$ cat src/status_pkg.sv
package status_pkg;

    // ------------------------------------------------------------------
    // Register offsets (6-bit address field of the header byte)
    // ------------------------------------------------------------------
    localparam logic [5:0] ADDR_RADIO_CONTROLLER_STATE  = 6'h35;
    localparam logic [5:0] ADDR_OUTPUT_PIN_PACKET_STAT  = 6'h38;
    localparam logic [5:0] ADDR_SYNTH_CAL_DAC_STATUS    = 6'h39;
    localparam logic [5:0] ADDR_TRANSMIT_FIFO_FILL      = 6'h3A;

    // ------------------------------------------------------------------
    // Header and field layout
    // ------------------------------------------------------------------
    localparam int         HDR_READ_BIT       = 7;
    localparam int         HDR_BURST_BIT      = 6;
    localparam int         STATE_CODE_WIDTH   = 5;
    localparam int         FIFO_COUNT_WIDTH   = 7;
    localparam int         DAC_WIDTH          = 8;
    localparam logic [2:0] LAST_BIT_INDEX     = 3'h7;
    localparam logic [7:0] UNMAPPED_READ      = 8'h00;
    localparam logic [7:0] REG_RESET_VALUE    = 8'h00;

    // ------------------------------------------------------------------
    // Controller state codes
    // ------------------------------------------------------------------
    typedef enum logic [4:0] {
        sleep_code                   = 5'h00,
        idle_code                    = 5'h01,
        crystal_off_state            = 5'h02,
        oscillator_on_manual_cal     = 5'h03,
        regulator_on_manual_cal      = 5'h04,
        manual_calibration_state     = 5'h05,
        oscillator_on_state          = 5'h06,
        regulator_on_state           = 5'h07,
        calibration_start_state      = 5'h08,
        loop_bandwidth_boost_state   = 5'h09,
        synth_lock_state             = 5'h0A,
        converter_on_state           = 5'h0B,
        calibration_end_state        = 5'h0C,
        synth_on_for_transmit        = 5'h12,
        transmit_code                = 5'h13,
        transmit_end_code            = 5'h14,
        transmit_underflow_code      = 5'h16
    } controller_state_code_type;

    // Codes 13-17, 21 and 23-31 are never produced by the controller
    function automatic logic is_used_state_code(input logic [4:0] code);
        is_used_state_code = (code <= 5'h0C) ||
                             ((code >= 5'h12) && (code != 5'h15) &&
                              (code <= 5'h16));
    endfunction : is_used_state_code

endpackage : status_pkg

$ cat src/serial_pins_if.sv
`timescale 1ns/1ps
interface serial_pins_if;
    logic sclk_rise;
    logic sclk_fall;
    logic si_bit;
    logic selected;

    modport producer (
        output sclk_rise,
        output sclk_fall,
        output si_bit,
        output selected
    );
    modport consumer (
        input  sclk_rise,
        input  sclk_fall,
        input  si_bit,
        input  selected
    );
endinterface : serial_pins_if

$ cat src/serial_pin_sync.sv
`timescale 1ns/1ps
module serial_pin_sync (
    input  wire logic           clk_sys,
    input  wire logic           rstn,
    input  wire logic           sclk,
    input  wire logic           si,
    input  wire logic           csn,
    serial_pins_if.producer     pins
);
    // ------------------------------------------------------------------
    // Two-flop synchronisers; si and csn use only the second stage, sclk also a third
    // ------------------------------------------------------------------
    logic [2:0] sclk_meta;
    logic [1:0] si_meta;
    logic [1:0] csn_meta;

    always_ff @(posedge clk_sys or negedge rstn)
    begin
        if (!rstn)
        begin
            sclk_meta <= 3'h0;
            si_meta   <= 2'h0;
            csn_meta  <= 2'h3;
        end
        else
        begin
            sclk_meta <= {sclk_meta[1:0], sclk};
            si_meta   <= {si_meta[0], si};
            csn_meta  <= {csn_meta[0], csn};
        end
    end

    // Edge taken between stage two and a delayed copy of it
    assign pins.sclk_rise = sclk_meta[1] & ~sclk_meta[2];
    assign pins.sclk_fall = ~sclk_meta[1] & sclk_meta[2];
    assign pins.si_bit    = si_meta[1];
    assign pins.selected  = ~csn_meta[1];
endmodule : serial_pin_sync

$ cat src/radio_tx_status_registers.sv
`timescale 1ns/1ps
module radio_tx_status_registers
(
    input  wire logic                                  clk_sys,
    input  wire logic                                  rstn,
    input  wire logic                                  sclk,
    input  wire logic                                  si,
    input  wire logic                                  csn,
    output logic                                       so,
    output logic                                       so_oe_n,
    input  wire logic [status_pkg::STATE_CODE_WIDTH-1:0] controller_state_code,
    input  wire logic                                  general_output_pin0,
    input  wire logic                                  output_pin0_invert,
    input  wire logic [status_pkg::DAC_WIDTH-1:0]      synth_dac_setting,
    input  wire logic [status_pkg::FIFO_COUNT_WIDTH-1:0] tx_fifo_byte_count,
    input  wire logic                                  tx_fifo_underflow
);
    import status_pkg::*;

    // ------------------------------------------------------------------
    // Pin synchronisation
    // ------------------------------------------------------------------
    serial_pins_if pins ();

    // Host clock must stay high and low for three system clocks;
    // shorter phases are lost in the synchronisers.
    serial_pin_sync u_sync (
        .clk_sys (clk_sys),
        .rstn    (rstn),
        .sclk    (sclk),
        .si      (si),
        .csn     (csn),
        .pins    (pins)
    );

    // ------------------------------------------------------------------
    // Status registers, refreshed every cycle from the live sources
    // No reset value is defined; zero is our own choice. Registers lag
    // the inputs by one clock, so a read sees the state just before
    // its last header rise.
    // ------------------------------------------------------------------
    logic [7:0] radio_controller_state;
    logic [7:0] output_pin_and_packet_status;
    logic [7:0] synth_calibration_dac_status;
    logic [7:0] transmit_fifo_fill_status;

    always_ff @(posedge clk_sys or negedge rstn)
    begin
        if (!rstn)
            radio_controller_state <= REG_RESET_VALUE;
        else
            radio_controller_state <= {3'h0, controller_state_code};
    end

    // Pin input is taken after the output inverter; undoing it here
    // keeps the invert setting out of this bit.
    always_ff @(posedge clk_sys or negedge rstn)
    begin
        if (!rstn)
            output_pin_and_packet_status <= REG_RESET_VALUE;
        else
            output_pin_and_packet_status <=
                {7'h00, general_output_pin0 ^ output_pin0_invert};
    end

    always_ff @(posedge clk_sys or negedge rstn)
    begin
        if (!rstn)
            synth_calibration_dac_status <= REG_RESET_VALUE;
        else
            synth_calibration_dac_status <= synth_dac_setting;
    end

    always_ff @(posedge clk_sys or negedge rstn)
    begin
        if (!rstn)
            transmit_fifo_fill_status <= REG_RESET_VALUE;
        else
            transmit_fifo_fill_status <=
                {tx_fifo_underflow, tx_fifo_byte_count};
    end

    // ------------------------------------------------------------------
    // Read decode
    // ------------------------------------------------------------------
    // Status space needs both read and burst bits; anything else reads 0
    function automatic logic [7:0] read_value(input logic [7:0] header);
        read_value = UNMAPPED_READ;
        if (header[HDR_READ_BIT] && header[HDR_BURST_BIT])
        begin
            case (header[5:0])
                ADDR_RADIO_CONTROLLER_STATE:
                    read_value = radio_controller_state;
                ADDR_OUTPUT_PIN_PACKET_STAT:
                    read_value = output_pin_and_packet_status;
                ADDR_SYNTH_CAL_DAC_STATUS:
                    read_value = synth_calibration_dac_status;
                ADDR_TRANSMIT_FIFO_FILL:
                    read_value = transmit_fifo_fill_status;
                default:
                    read_value = UNMAPPED_READ;
            endcase
        end
    endfunction : read_value

    // ------------------------------------------------------------------
    // Serial access sequencer
    // ------------------------------------------------------------------
    typedef enum logic [1:0] {
        serial_idle   = 2'b00,
        serial_header = 2'b01,
        serial_data   = 2'b11
    } serial_state_type;

    serial_state_type serial_state;
    logic [2:0]       bit_index;
    logic [7:0]       shift_in;
    logic [7:0]       header;
    logic [7:0]       shift_out;
    logic [7:0]       next_shift_in;

    assign next_shift_in = {shift_in[6:0], pins.si_bit};

    // Frame phase; a deselect drops any partial byte
    always_ff @(posedge clk_sys or negedge rstn)
    begin
        if (!rstn)
            serial_state <= serial_idle;
        else if (!pins.selected)
            serial_state <= serial_idle;
        else
        begin
            case (serial_state)
                serial_idle:
                    serial_state <= serial_header;
                serial_header:
                begin
                    if (pins.sclk_rise && bit_index == LAST_BIT_INDEX)
                        serial_state <= serial_data;
                end
                serial_data:
                    serial_state <= serial_data;
                default:
                    serial_state <= serial_idle;
            endcase
        end
    end

    // Bit counter wraps at eight, so every byte ends on the same index
    always_ff @(posedge clk_sys or negedge rstn)
    begin
        if (!rstn)
        begin
            bit_index <= 3'h0;
            shift_in  <= 8'h00;
        end
        else if (!pins.selected || serial_state == serial_idle)
            bit_index <= 3'h0;
        else if (pins.sclk_rise)
        begin
            shift_in  <= next_shift_in;
            bit_index <= bit_index + 3'h1;
        end
    end

    // ------------------------------------------------------------------
    // Header capture
    // ------------------------------------------------------------------
    // Kept for the whole frame so burst bytes re-read the same register
    always_ff @(posedge clk_sys or negedge rstn)
    begin
        if (!rstn)
            header <= 8'h00;
        else if (pins.selected && serial_state == serial_header &&
                 pins.sclk_rise && bit_index == LAST_BIT_INDEX)
            header <= next_shift_in;
    end

    // ------------------------------------------------------------------
    // Read data shifter
    // ------------------------------------------------------------------
    // Byte is loaded whole at the last header bit so a read is a
    // consistent snapshot; repeated bytes re-read the same register.
    // Written data bytes are shifted in and dropped: nothing is writable.
    always_ff @(posedge clk_sys or negedge rstn)
    begin
        if (!rstn)
            shift_out <= 8'h00;
        else if (!pins.selected || serial_state == serial_idle)
            shift_out <= 8'h00;
        else if (pins.sclk_rise && bit_index == LAST_BIT_INDEX)
        begin
            if (serial_state == serial_header)
                shift_out <= read_value(next_shift_in);
            else
                shift_out <= read_value(header);
        end
        else if (pins.sclk_fall)
            shift_out <= {shift_out[6:0], 1'b0};
    end

    // ------------------------------------------------------------------
    // Serial output pin, changed on falling clock edges
    // ------------------------------------------------------------------
    always_ff @(posedge clk_sys or negedge rstn)
    begin
        if (!rstn)
        begin
            so      <= 1'b0;
            so_oe_n <= 1'b1;
        end
        else if (!pins.selected)
        begin
            so      <= 1'b0;
            so_oe_n <= 1'b1;
        end
        else
        begin
            so_oe_n <= 1'b0;
            if (pins.sclk_fall)
                so <= shift_out[7];
        end
    end

endmodule : radio_tx_status_registers

$ cat config.mk
export PLATFORM = sky130hd
export DESIGN_NAME = radio_tx_status_registers
export DESIGN_NICKNAME = d
export VERILOG_FILES = /design/src/status_pkg.sv /design/src/serial_pins_if.sv /design/src/serial_pin_sync.sv /design/src/radio_tx_status_registers.sv
export SDC_FILE = /design/constraint.sdc
export NUM_CORES = 1
export LEC_CHECK = 0
export ABC_AREA = 1
export BUFFER_PORTS_ARGS = -buffer_cell sky130_fd_sc_hd__buf_2
export CELL_PAD_IN_SITES_DETAIL_PLACEMENT = 1
export CELL_PAD_IN_SITES_GLOBAL_PLACEMENT = 2
export CORE_ASPECT_RATIO = 1.75
export CORE_MARGIN = 8
export CORE_UTILIZATION = 36
export DETAILED_ROUTE_END_ITERATION = 8
export MAX_ROUTING_LAYER = met4
export PLACE_DENSITY = 0.83
export RECOVER_POWER = 25
export SKIP_CTS_REPAIR_TIMING = 1
export SYNTH_ARGS = -nofsm -noshare
export SYNTH_HDL_FRONTEND = slang
export SYNTH_SLANG_ARGS = --single-unit
$ cat constraint.sdc
create_clock -name clk_sys -period 1.78 [get_ports clk_sys]
set_input_delay 0.089 -clock clk_sys [delete_from_list [all_inputs] [get_ports clk_sys]]
set_output_delay 0.089 -clock clk_sys [all_outputs]
set_load 0.05 [all_outputs]
Word level (Yosys, flattened, before mapping) --
Cells that the tools add are included.
Operators by class: bitwise gates (word level) 7, reduce and logical (&&, ||, !) cells 12, multiplexer cells 16, add/subtract/negate cells 1, eq/ne operators 12
Operator list (count):
- $pmux W8 S4 | 2
- $eq A6 B6 Y1 const B | 8
- $mux W8 | 6
- $logic_and A1 B1 Y1 | 6
- $mux W3 | 2
- $pmux W2 S3 | 1
- $mux W2 | 2
- $not A1 Y1 | 4
- $reduce_bool A2 Y1 | 2
- $add A3 B1 Y3 const B | 1
- $eq A3 B3 Y1 const B | 1
- $mux W1 | 3
- $ne A3 B2 Y1 const B | 1
- $reduce_bool A3 Y1 | 1
- $and A1 B1 Y1 | 2
- $eq A2 B1 Y1 const B | 1
- $eq A2 B2 Y1 const B | 1
- $logic_not A2 Y1 | 1
- $reduce_and A2 Y1 | 1
- $logic_or A1 B1 Y1 | 1
- $xor A1 B1 Y1 | 1
Storage, ports and cells: logic and storage cells 62, register bits 59, input port bits 28, output and inout bits 2

Longest topological paths before layout --
Gate-level depths: netlist of the first run.
word-level depth 6, mapped depth 11, depth with buffers taken out 11

Modules after synthesis --
From an unflattened synthesis of the first run, not the netlist that was laid out.
Unflattened totals: cells, all modules 311, area, all modules 2693.8 um^2
Modules (own cells, without submodules):
- radio_tx_status_registers | area an instance 2497.4 um^2, seq. area each 1302.5 um^2, cells each 299, instances 1
- serial_pin_sync | area an instance 196.4 um^2, seq. area each 177.7 um^2, cells each 12, instances 1

Worst setup path after synthesis of the first run --
OpenSTA, ideal clock, no wires.
path type reg-to-reg, start reg bit_index[0], end reg header[7], library setup time 0.125 ns, data arrival time 1.342 ns, required time 1.655 ns, path buffers 0, path slack 0.313 ns, stages on the path, launching flop included 7, cell sequence dfrtp_1 > ha_1 > ha_1 > nand2_2 > inv_2 > nand3_2 > mux2_2
Between the ends: cells in the longest elaborated chain, start to end 2
Ends and longest elaborated chain:
- start, declared | line radio_tx_status_registers.sv:116 | logic [2:0] bit_index;
- start signal, assigned | line radio_tx_status_registers.sv:162 | bit_index <= bit_index + 3'h1;
- $eq A3 B3 Y1 | line radio_tx_status_registers.sv:175 | pins.sclk_rise && bit_index == LAST_BIT_INDEX)
- $logic_and A1 B1 Y1 | line radio_tx_status_registers.sv:175
- end signal, assigned | line radio_tx_status_registers.sv:176 | header <= next_shift_in;
- end, declared | line radio_tx_status_registers.sv:118 | logic [7:0] header;
Every way passes these cells. A chain may end at the register's enable or synchronous reset.

Worst setup path in the final report of the first run --
start reg shift_in[0], end reg shift_out[4]
Between the ends: cells in the longest elaborated chain, start to end 6
Ends and longest elaborated chain:
- start, declared | line radio_tx_status_registers.sv:117 | logic [7:0] shift_in;
- start signal, assigned | line radio_tx_status_registers.sv:161 | shift_in <= next_shift_in;
- $eq A6 B6 Y1 | line radio_tx_status_registers.sv:91 | case (header[5:0])
- $pmux W8 S4 * | line radio_tx_status_registers.sv:91
- $mux W8 * | line radio_tx_status_registers.sv:89 | if (header[HDR_READ_BIT] && header[HDR_BURST_BIT])
- $mux W8 * | line radio_tx_status_registers.sv:193 | if (serial_state == serial_header)
- $mux W8 * | line radio_tx_status_registers.sv:191 | else if (pins.sclk_rise && bit_index == LAST_BIT_INDEX)
- $mux W8 * | line radio_tx_status_registers.sv:189 | else if (!pins.selected || serial_state == serial_idle)
- end signal, assigned | line radio_tx_status_registers.sv:194 | shift_out <= read_value(next_shift_in);
- end signal, assigned | line radio_tx_status_registers.sv:196 | shift_out <= read_value(header);
- end signal, assigned | line radio_tx_status_registers.sv:199 | shift_out <= {shift_out[6:0], 1'b0};
- end, declared | line radio_tx_status_registers.sv:119 | logic [7:0] shift_out;
Mark *: on every way between the ends. The rest lies on a longest branch, timed or not.

==> results of run 1 <==
==> kinds of logic (layout without fill, tap and decap cells) <==
kind of cell	after synthesis	count (layout)
buffers and inverters	35	110
XOR/XNOR	1	1
adder cells (fa/ha/maj)	2	2
AO/OA/AOI/OAI	29	29
AND/OR/NAND/NOR	179	179
multiplexers	1	1
flip-flops	59	59
==> final cells by class <==
class,instances,area [µm²]
Multi-Input combinational cell,212,1100
Inverter,32,120
Tap cell,88,110
Timing Repair Buffer,62,472
Clock buffer,14,264
Fill cell,884,3880
Clock inverter,2,35.0
Sequential cell,59,1480
==> registers in the layout, summed over array words and instances, names as in the netlist <==
signal and count:
u_sync.sclk_meta 3, shift_out 8, radio_controller_state 5, bit_index 3, synth_calibration_dac_status 8, transmit_fifo_fill_status 8, output_pin_and_packet_status 1, shift_in 7
u_sync.si_meta 2, u_sync.csn_meta 2, so_oe_n 1, so 1, header 8, serial_state 2
==> critical path, delay by kind of cell, from the launching register on <==
family / cells / cell delay (ps)
simple gates: 10 / 960
buf+inv: 1 / 120
flops: 1 / 410
==> cells in the mapped netlist <==
library cell  number  area [µm²]
ha_1               2        25.0
o21ai_0            6        30.0
nand3_4            1        17.5
buf_6              3        33.8
nor2_4             8        90.1
mux2_2             1        11.3
nand3_2            1        10.0
nor2_2             2        12.5
inv_2              7        26.3
xor2_1             1        8.76
nand2_4            3        33.8
a21oi_1           10        50.1
nand2_1          110         413
o21ai_1            4        20.0
nand2_2            4        25.0
dfrtp_1           56        1400
o21ai_4            1        16.3
nand3_1           40         200
nor2_1             8        30.0
dfstp_2            3        78.8
nor2_8             2        40.0
o21ai_2            8        70.1
inv_1             25        93.8
==> power by group through the flow <==
stage / Clock (mW) / Combinational, mW / Sequential [mW]
after global placement: 0 / 0.238 / 1.49
after floorplan: 0 / 0.144 / 1.49
after global routing: 1.83 / 0.327 / 1.48
after CTS: 1.76 / 0.248 / 1.47
final: 1.72 / 0.289 / 1.47
after detailed placement: 0 / 0.246 / 1.49
==> path summary, 6_finish.rpt <==
path,startpoint,to
worst max register to register,shift_in[0],shift_out[4]
worst min-delay path,u_sync.sclk_meta[0],u_sync.sclk_meta[1]
worst max-delay path,shift_in[0],shift_out[4]
worst min register to register,u_sync.sclk_meta[0],u_sync.sclk_meta[1]
min in group asynchronous,rstn,transmit_fifo_fill_status[6]
max in group asynchronous,rstn,so_oe_n
==> layer usage <==
layer  vias to the layer above  share of wire  GRT usage
met1                      1061           0.38      0.140
li1                       1109              -          -
met4                         0          0.016     0.0599
met5                         -              0          -
met2                        28           0.58      0.239
met3                         9          0.028     0.0403
==> stage by stage <==
stage               instance area [µm²]   util
CTS                                3320  0.444
floorplan                          2740      -
global placement                   3020  0.404
global route                       3580  0.480
detailed placement                 3020  0.404
finish                             3580  0.480
==> impl_metrics.env, run 1 <==
export IMPL_worstHoldPathCells=0
export IMPL_ys_seq_area_frac=0.541
export IMPL_synth_compound_area_frac=0.0681
export IMPL_place_congestion=0.747
export IMPL_wl_per_cell_um=14.6
export IMPL_hold_viol=0
export IMPL_grt_pass1_wl_um=11200
export IMPL_layout_common_cells="nand2_1 (110), dfrtp_1 (56), nand3_1 (40), buf_2 (28), dlygate4sd3_1 (27)"
export IMPL_synth_xor_area_share=0.00320
export IMPL_fin_cells=469
export IMPL_area_delta_synth_final_pct=30.9
export IMPL_grt_max_degree=41
export IMPL_holdWs_ps=345
export IMPL_p_leak_nw=1.71
export IMPL_finalMaxSlewViolations=0
export IMPL_numPortBuffers=29
export IMPL_grt_pass1_vias=2387
export IMPL_syn_inst=306
export IMPL_max_freq_mhz=638
export IMPL_cap_violations=0
export IMPL_cts_buffer_depth=2
export IMPL_coreArea_um2=7460
export IMPL_outcome="finished, final reports clean"
export IMPL_n_antenna_cell=0
export IMPL_synth_cell_type_count=23
export IMPL_rsz0062_at_grt="no"
export IMPL_cts_tree="yes"
export IMPL_clock_latency_ps=330
export IMPL_finalWirelength_um=6860
export IMPL_synth_fa_ha_area_frac=0.00914
export IMPL_clkTransAtPathRegs_ps=50
export IMPL_switching_power_mw=0.789
export IMPL_cts_root_buf="clkbuf_16"
export IMPL_via_count=2207
export IMPL_ir_drop_mv=0.685
export IMPL_tns_ps=0
export IMPL_die_height_um=131
export IMPL_yosys_area_share_simple=0.319
export IMPL_cts_buffers=9
export IMPL_layout_nets=406
export IMPL_synth_area_um2=2740
export IMPL_slowest_stage="dfrtp_1"
export IMPL_p_clk_frac=0.494
export IMPL_ant_nets=0
export IMPL_pwr_share_seq=0.423
export IMPL_layout_commonest_cell="nand2_1"
export IMPL_p_int_mw=2.69
export IMPL_worst_slew_pin_slew_ps=1190
export IMPL_slowest_delay_ps=410
export IMPL_power_density_nw_per_um2=970
export IMPL_drive_gt1_frac=0.231
export IMPL_fin_crit_sh=0.881
export IMPL_rows=42
export IMPL_synth_top_family_by_area="simple AND/OR/NAND/NOR gates"
export IMPL_dp_cells=426
export IMPL_postSynthAreaPerCell_um2=8.95
export IMPL_power_mw=3.48
export IMPL_start_util=0.367
export IMPL_fin_skew_ps=5.90
export IMPL_layout_setup_ws_ps=213
export IMPL_synthMuxAreaShare=0.00411
export IMPL_worst_hold_path_type="reg2reg"
export IMPL_dr_pass1_iters=4
export IMPL_regToRegSetupSlack_ps=210
export IMPL_path_max_fanout=6
export IMPL_end_kind="register"
export IMPL_synth_nets=336
export IMPL_fp_dieArea_um2=10800
export IMPL_r2r_cells=11
export IMPL_cp_required_ps=2040
export IMPL_startpoint_type="register"
export IMPL_crit_chain="inv_2 -> nand2_4 -> nor2_4 -> nand2_1 -> nand2_1 -> nand2_1 -> nor2_4 -> nand2_1 -> nand3_1 -> nand2_1 -> nand2_1"
export IMPL_netSwitchingFraction=0.227
export IMPL_setup_violations=0
export IMPL_pre_cts_slack_ps=219
export IMPL_yosysWarnings=0
export IMPL_slew_headroom=0.204
export IMPL_drc=0
export IMPL_grt_antenna_before_repair=0
export IMPL_ys_seq_elements=59
export IMPL_hpwl_um=4960
export IMPL_fin_crit_ps=1570
export IMPL_htree_levels=3
export IMPL_p_comb_frac=0.083
export IMPL_grt_use_total=0.139
export IMPL_gr_total_overflow=0
export IMPL_die_x_um=81.9
export IMPL_cts_sinks=59
export IMPL_viasPerCell=4.71
export IMPL_critPathArrivalTime_ps=1830
export IMPL_dr_first_iter_drc_count=76
export IMPL_worstSetupPathType="reg2reg"
export IMPL_cp_common_cell="nand2_1"
export IMPL_io_pins=30
No activity file was read; power rests on OpenSTA's default activity.
==> run 2, diff against run 1 <==
--- a/config.mk
+++ b/config.mk
@@ -6,7 +6,7 @@
 export NUM_CORES = 1
 export LEC_CHECK = 0
 export ABC_AREA = 1
-export BUFFER_PORTS_ARGS = -buffer_cell sky130_fd_sc_hd__buf_2
+export BUFFER_PORTS_ARGS = -buffer_cell sky130_fd_sc_hd__clkbuf_2
 export CELL_PAD_IN_SITES_DETAIL_PLACEMENT = 1
 export CELL_PAD_IN_SITES_GLOBAL_PLACEMENT = 2
 export CORE_ASPECT_RATIO = 1.75
==> run 2 against run 1 <==
Effect of this change: via count up 1.7%; non-clock buffer count unchanged; clock power up 3%; hold slack better by 11 ps; flip-flop and latch count unchanged; critical endpoint is now header[7]; sequential power about the same; largest cell class unchanged; clock skew up 0.81 ps; critical path depth down 5; global-route usage up 0.54 points; sequential share of layout area down 0.17 points; largest power group unchanged; highest routed layer unchanged; first-iteration DRC count down 3.9%.
==> impl_metrics.env, run 2 (same netlist as run 1, synthesis figures left out) <==
export IMPL_fin_cells=470
export IMPL_layout_common_cells="nand2_1 (110), dfrtp_1 (56), nand3_1 (40), dlygate4sd3_1 (27), clkbuf_2 (26)"
export IMPL_via_count=2245
export IMPL_switching_power_mw=0.821
export IMPL_area_delta_synth_final_pct=31.5
export IMPL_setup_violations=0
export IMPL_drc=0
export IMPL_cts_buffer_depth=2
export IMPL_grt_use_total=0.145
export IMPL_layout_commonest_cell="nand2_1"
export IMPL_io_pins=30
export IMPL_worstSetupPathType="reg2reg"
export IMPL_numPortBuffers=29
export IMPL_p_leak_nw=1.72
export IMPL_cts_root_buf="clkbuf_16"
export IMPL_ant_nets=0
export IMPL_p_clk_frac=0.502
export IMPL_viasPerCell=4.78
export IMPL_outcome="finished, final reports clean"
export IMPL_layout_nets=406
export IMPL_worstHoldPathCells=0
export IMPL_slowest_stage="dfrtp_1"
export IMPL_power_density_nw_per_um2=984
export IMPL_slew_headroom=0.223
export IMPL_fin_skew_ps=6.72
export IMPL_clkTransAtPathRegs_ps=50
export IMPL_cp_common_cell="ha_1"
export IMPL_path_max_fanout=8
export IMPL_rsz0062_at_grt="no"
export IMPL_finalMaxSlewViolations=0
export IMPL_worst_slew_pin_slew_ps=1170
export IMPL_dr_pass1_iters=3
export IMPL_fin_util=0.482
export IMPL_tns_ps=0
export IMPL_place_congestion=0.750
export IMPL_drive_gt1_frac=0.231
export IMPL_cts_tree="yes"
export IMPL_regArea_um2=1480
export IMPL_crit_chain="ha_1 -> ha_1 -> nand2_2 -> inv_2 -> nand3_2 -> mux2_2"
export IMPL_finalInstanceArea_um2=3600
export IMPL_ir_drop_mv=0.868
export IMPL_netSwitchingFraction=0.232
export IMPL_layout_setup_ws_ps=199
export IMPL_die_height_um=131
export IMPL_dp_cells=426
export IMPL_cp_required_ps=2000
export IMPL_r2r_cells=6
export IMPL_cts_sinks=59
export IMPL_hpwl_um=5040
export IMPL_fin_crit_sh=0.888
export IMPL_startpoint_type="register"
export IMPL_start_util=0.367
export IMPL_rows=42
export IMPL_worst_hold_path_type="reg2reg"
export IMPL_critPathArrivalTime_ps=1800
export IMPL_slowest_delay_ps=400
export IMPL_p_comb_frac=0.083
export IMPL_hold_viol=0
export IMPL_fill_cells=890
export IMPL_end_kind="register"
export IMPL_die_x_um=81.9
export IMPL_fp_dieArea_um2=10800
export IMPL_p_int_mw=2.72
export IMPL_pre_cts_slack_ps=204
export IMPL_dpl_instance_area_um2=3020
export IMPL_gr_total_overflow=0
export IMPL_max_freq_mhz=632
export IMPL_grt_pass1_vias=2434
export IMPL_fin_crit_ps=1580
export IMPL_cts_buffers=9
export IMPL_grt_pass1_wl_um=11500
export IMPL_wl_per_cell_um=15.3
export IMPL_htree_levels=3
export IMPL_coreArea_um2=7460
export IMPL_dr_first_iter_drc_count=73
export IMPL_clock_latency_ps=330
export IMPL_power_mw=3.54
export IMPL_cap_violations=0
export IMPL_multi_input_area_um2=1100
export IMPL_finalWirelength_um=7170
export IMPL_pwr_share_seq=0.415
export IMPL_grt_antenna_before_repair=1
export IMPL_holdWs_ps=356
export IMPL_grt_max_degree=41
-- run 2: cell types whose count changed in the layout (fill, tap and decap cells not counted) --
| cell | delta |
|---|---|
| buf_2 | -28 |
| clkbuf_8 | +1 |
| dfstp_1 | +1 |
| clkbuf_1 | -1 |
| clkbuf_2 | +26 |
| diode_2 | +1 |
| dfstp_2 | -1 |
| clkinvlp_4 | +1 |
| clkinv_2 | +1 |
-- run 2: cell type report --
class                           instances  area share
Inverter                               32      0.0334
Timing Repair Buffer                   62       0.130
Clock inverter                          4      0.0132
Tap cell                               88      0.0306
Multi-Input combinational cell        212       0.307
Clock buffer                           12      0.0740
Antenna cell                            1    0.000695
Sequential cell                        59       0.411
-- run 2: power by group through the flow --
stage / registers, mW / clock network, mW / logic (mW)
finish: 1.47 / 1.78 / 0.292
global route: 1.48 / 1.89 / 0.330
CTS: 1.47 / 1.83 / 0.250
detailed placement: 1.49 / 0 / 0.247
global placement: 1.49 / 0 / 0.238
floorplan: 1.49 / 0 / 0.144
-- run 2: routing by layer --
metal	part of all wire	GRT usage	wire length, µm
met1	0.37	0.141	2620
met2	0.58	0.253	4160
met3	0.030	0.0437	212
met4	0.025	0.0589	179
met5	0	-	0
-- run 2: final timing paths --
| check | from | to | slack [ps] |
|---|---|---|---|
| max in group asynchronous | rstn | so_oe_n | 410 |
| min reg2reg | u_sync.si_meta[0] | u_sync.si_meta[1] | 360 |
| min | u_sync.si_meta[0] | u_sync.si_meta[1] | 360 |
| min in group asynchronous | rstn | synth_calibration_dac_status[3] | 510 |
| max reg2reg | bit_index[0] | header[7] | 200 |
| max | bit_index[0] | header[7] | 200 |
-- run 2: critical path: cells and delay by family (launching register included) --
kind / cells / cell delay, ps
flops: 1 / 400
mux: 1 / 330
simple gates: 2 / 220
buf+inv: 1 / 110
fa+ha+maj: 2 / 400
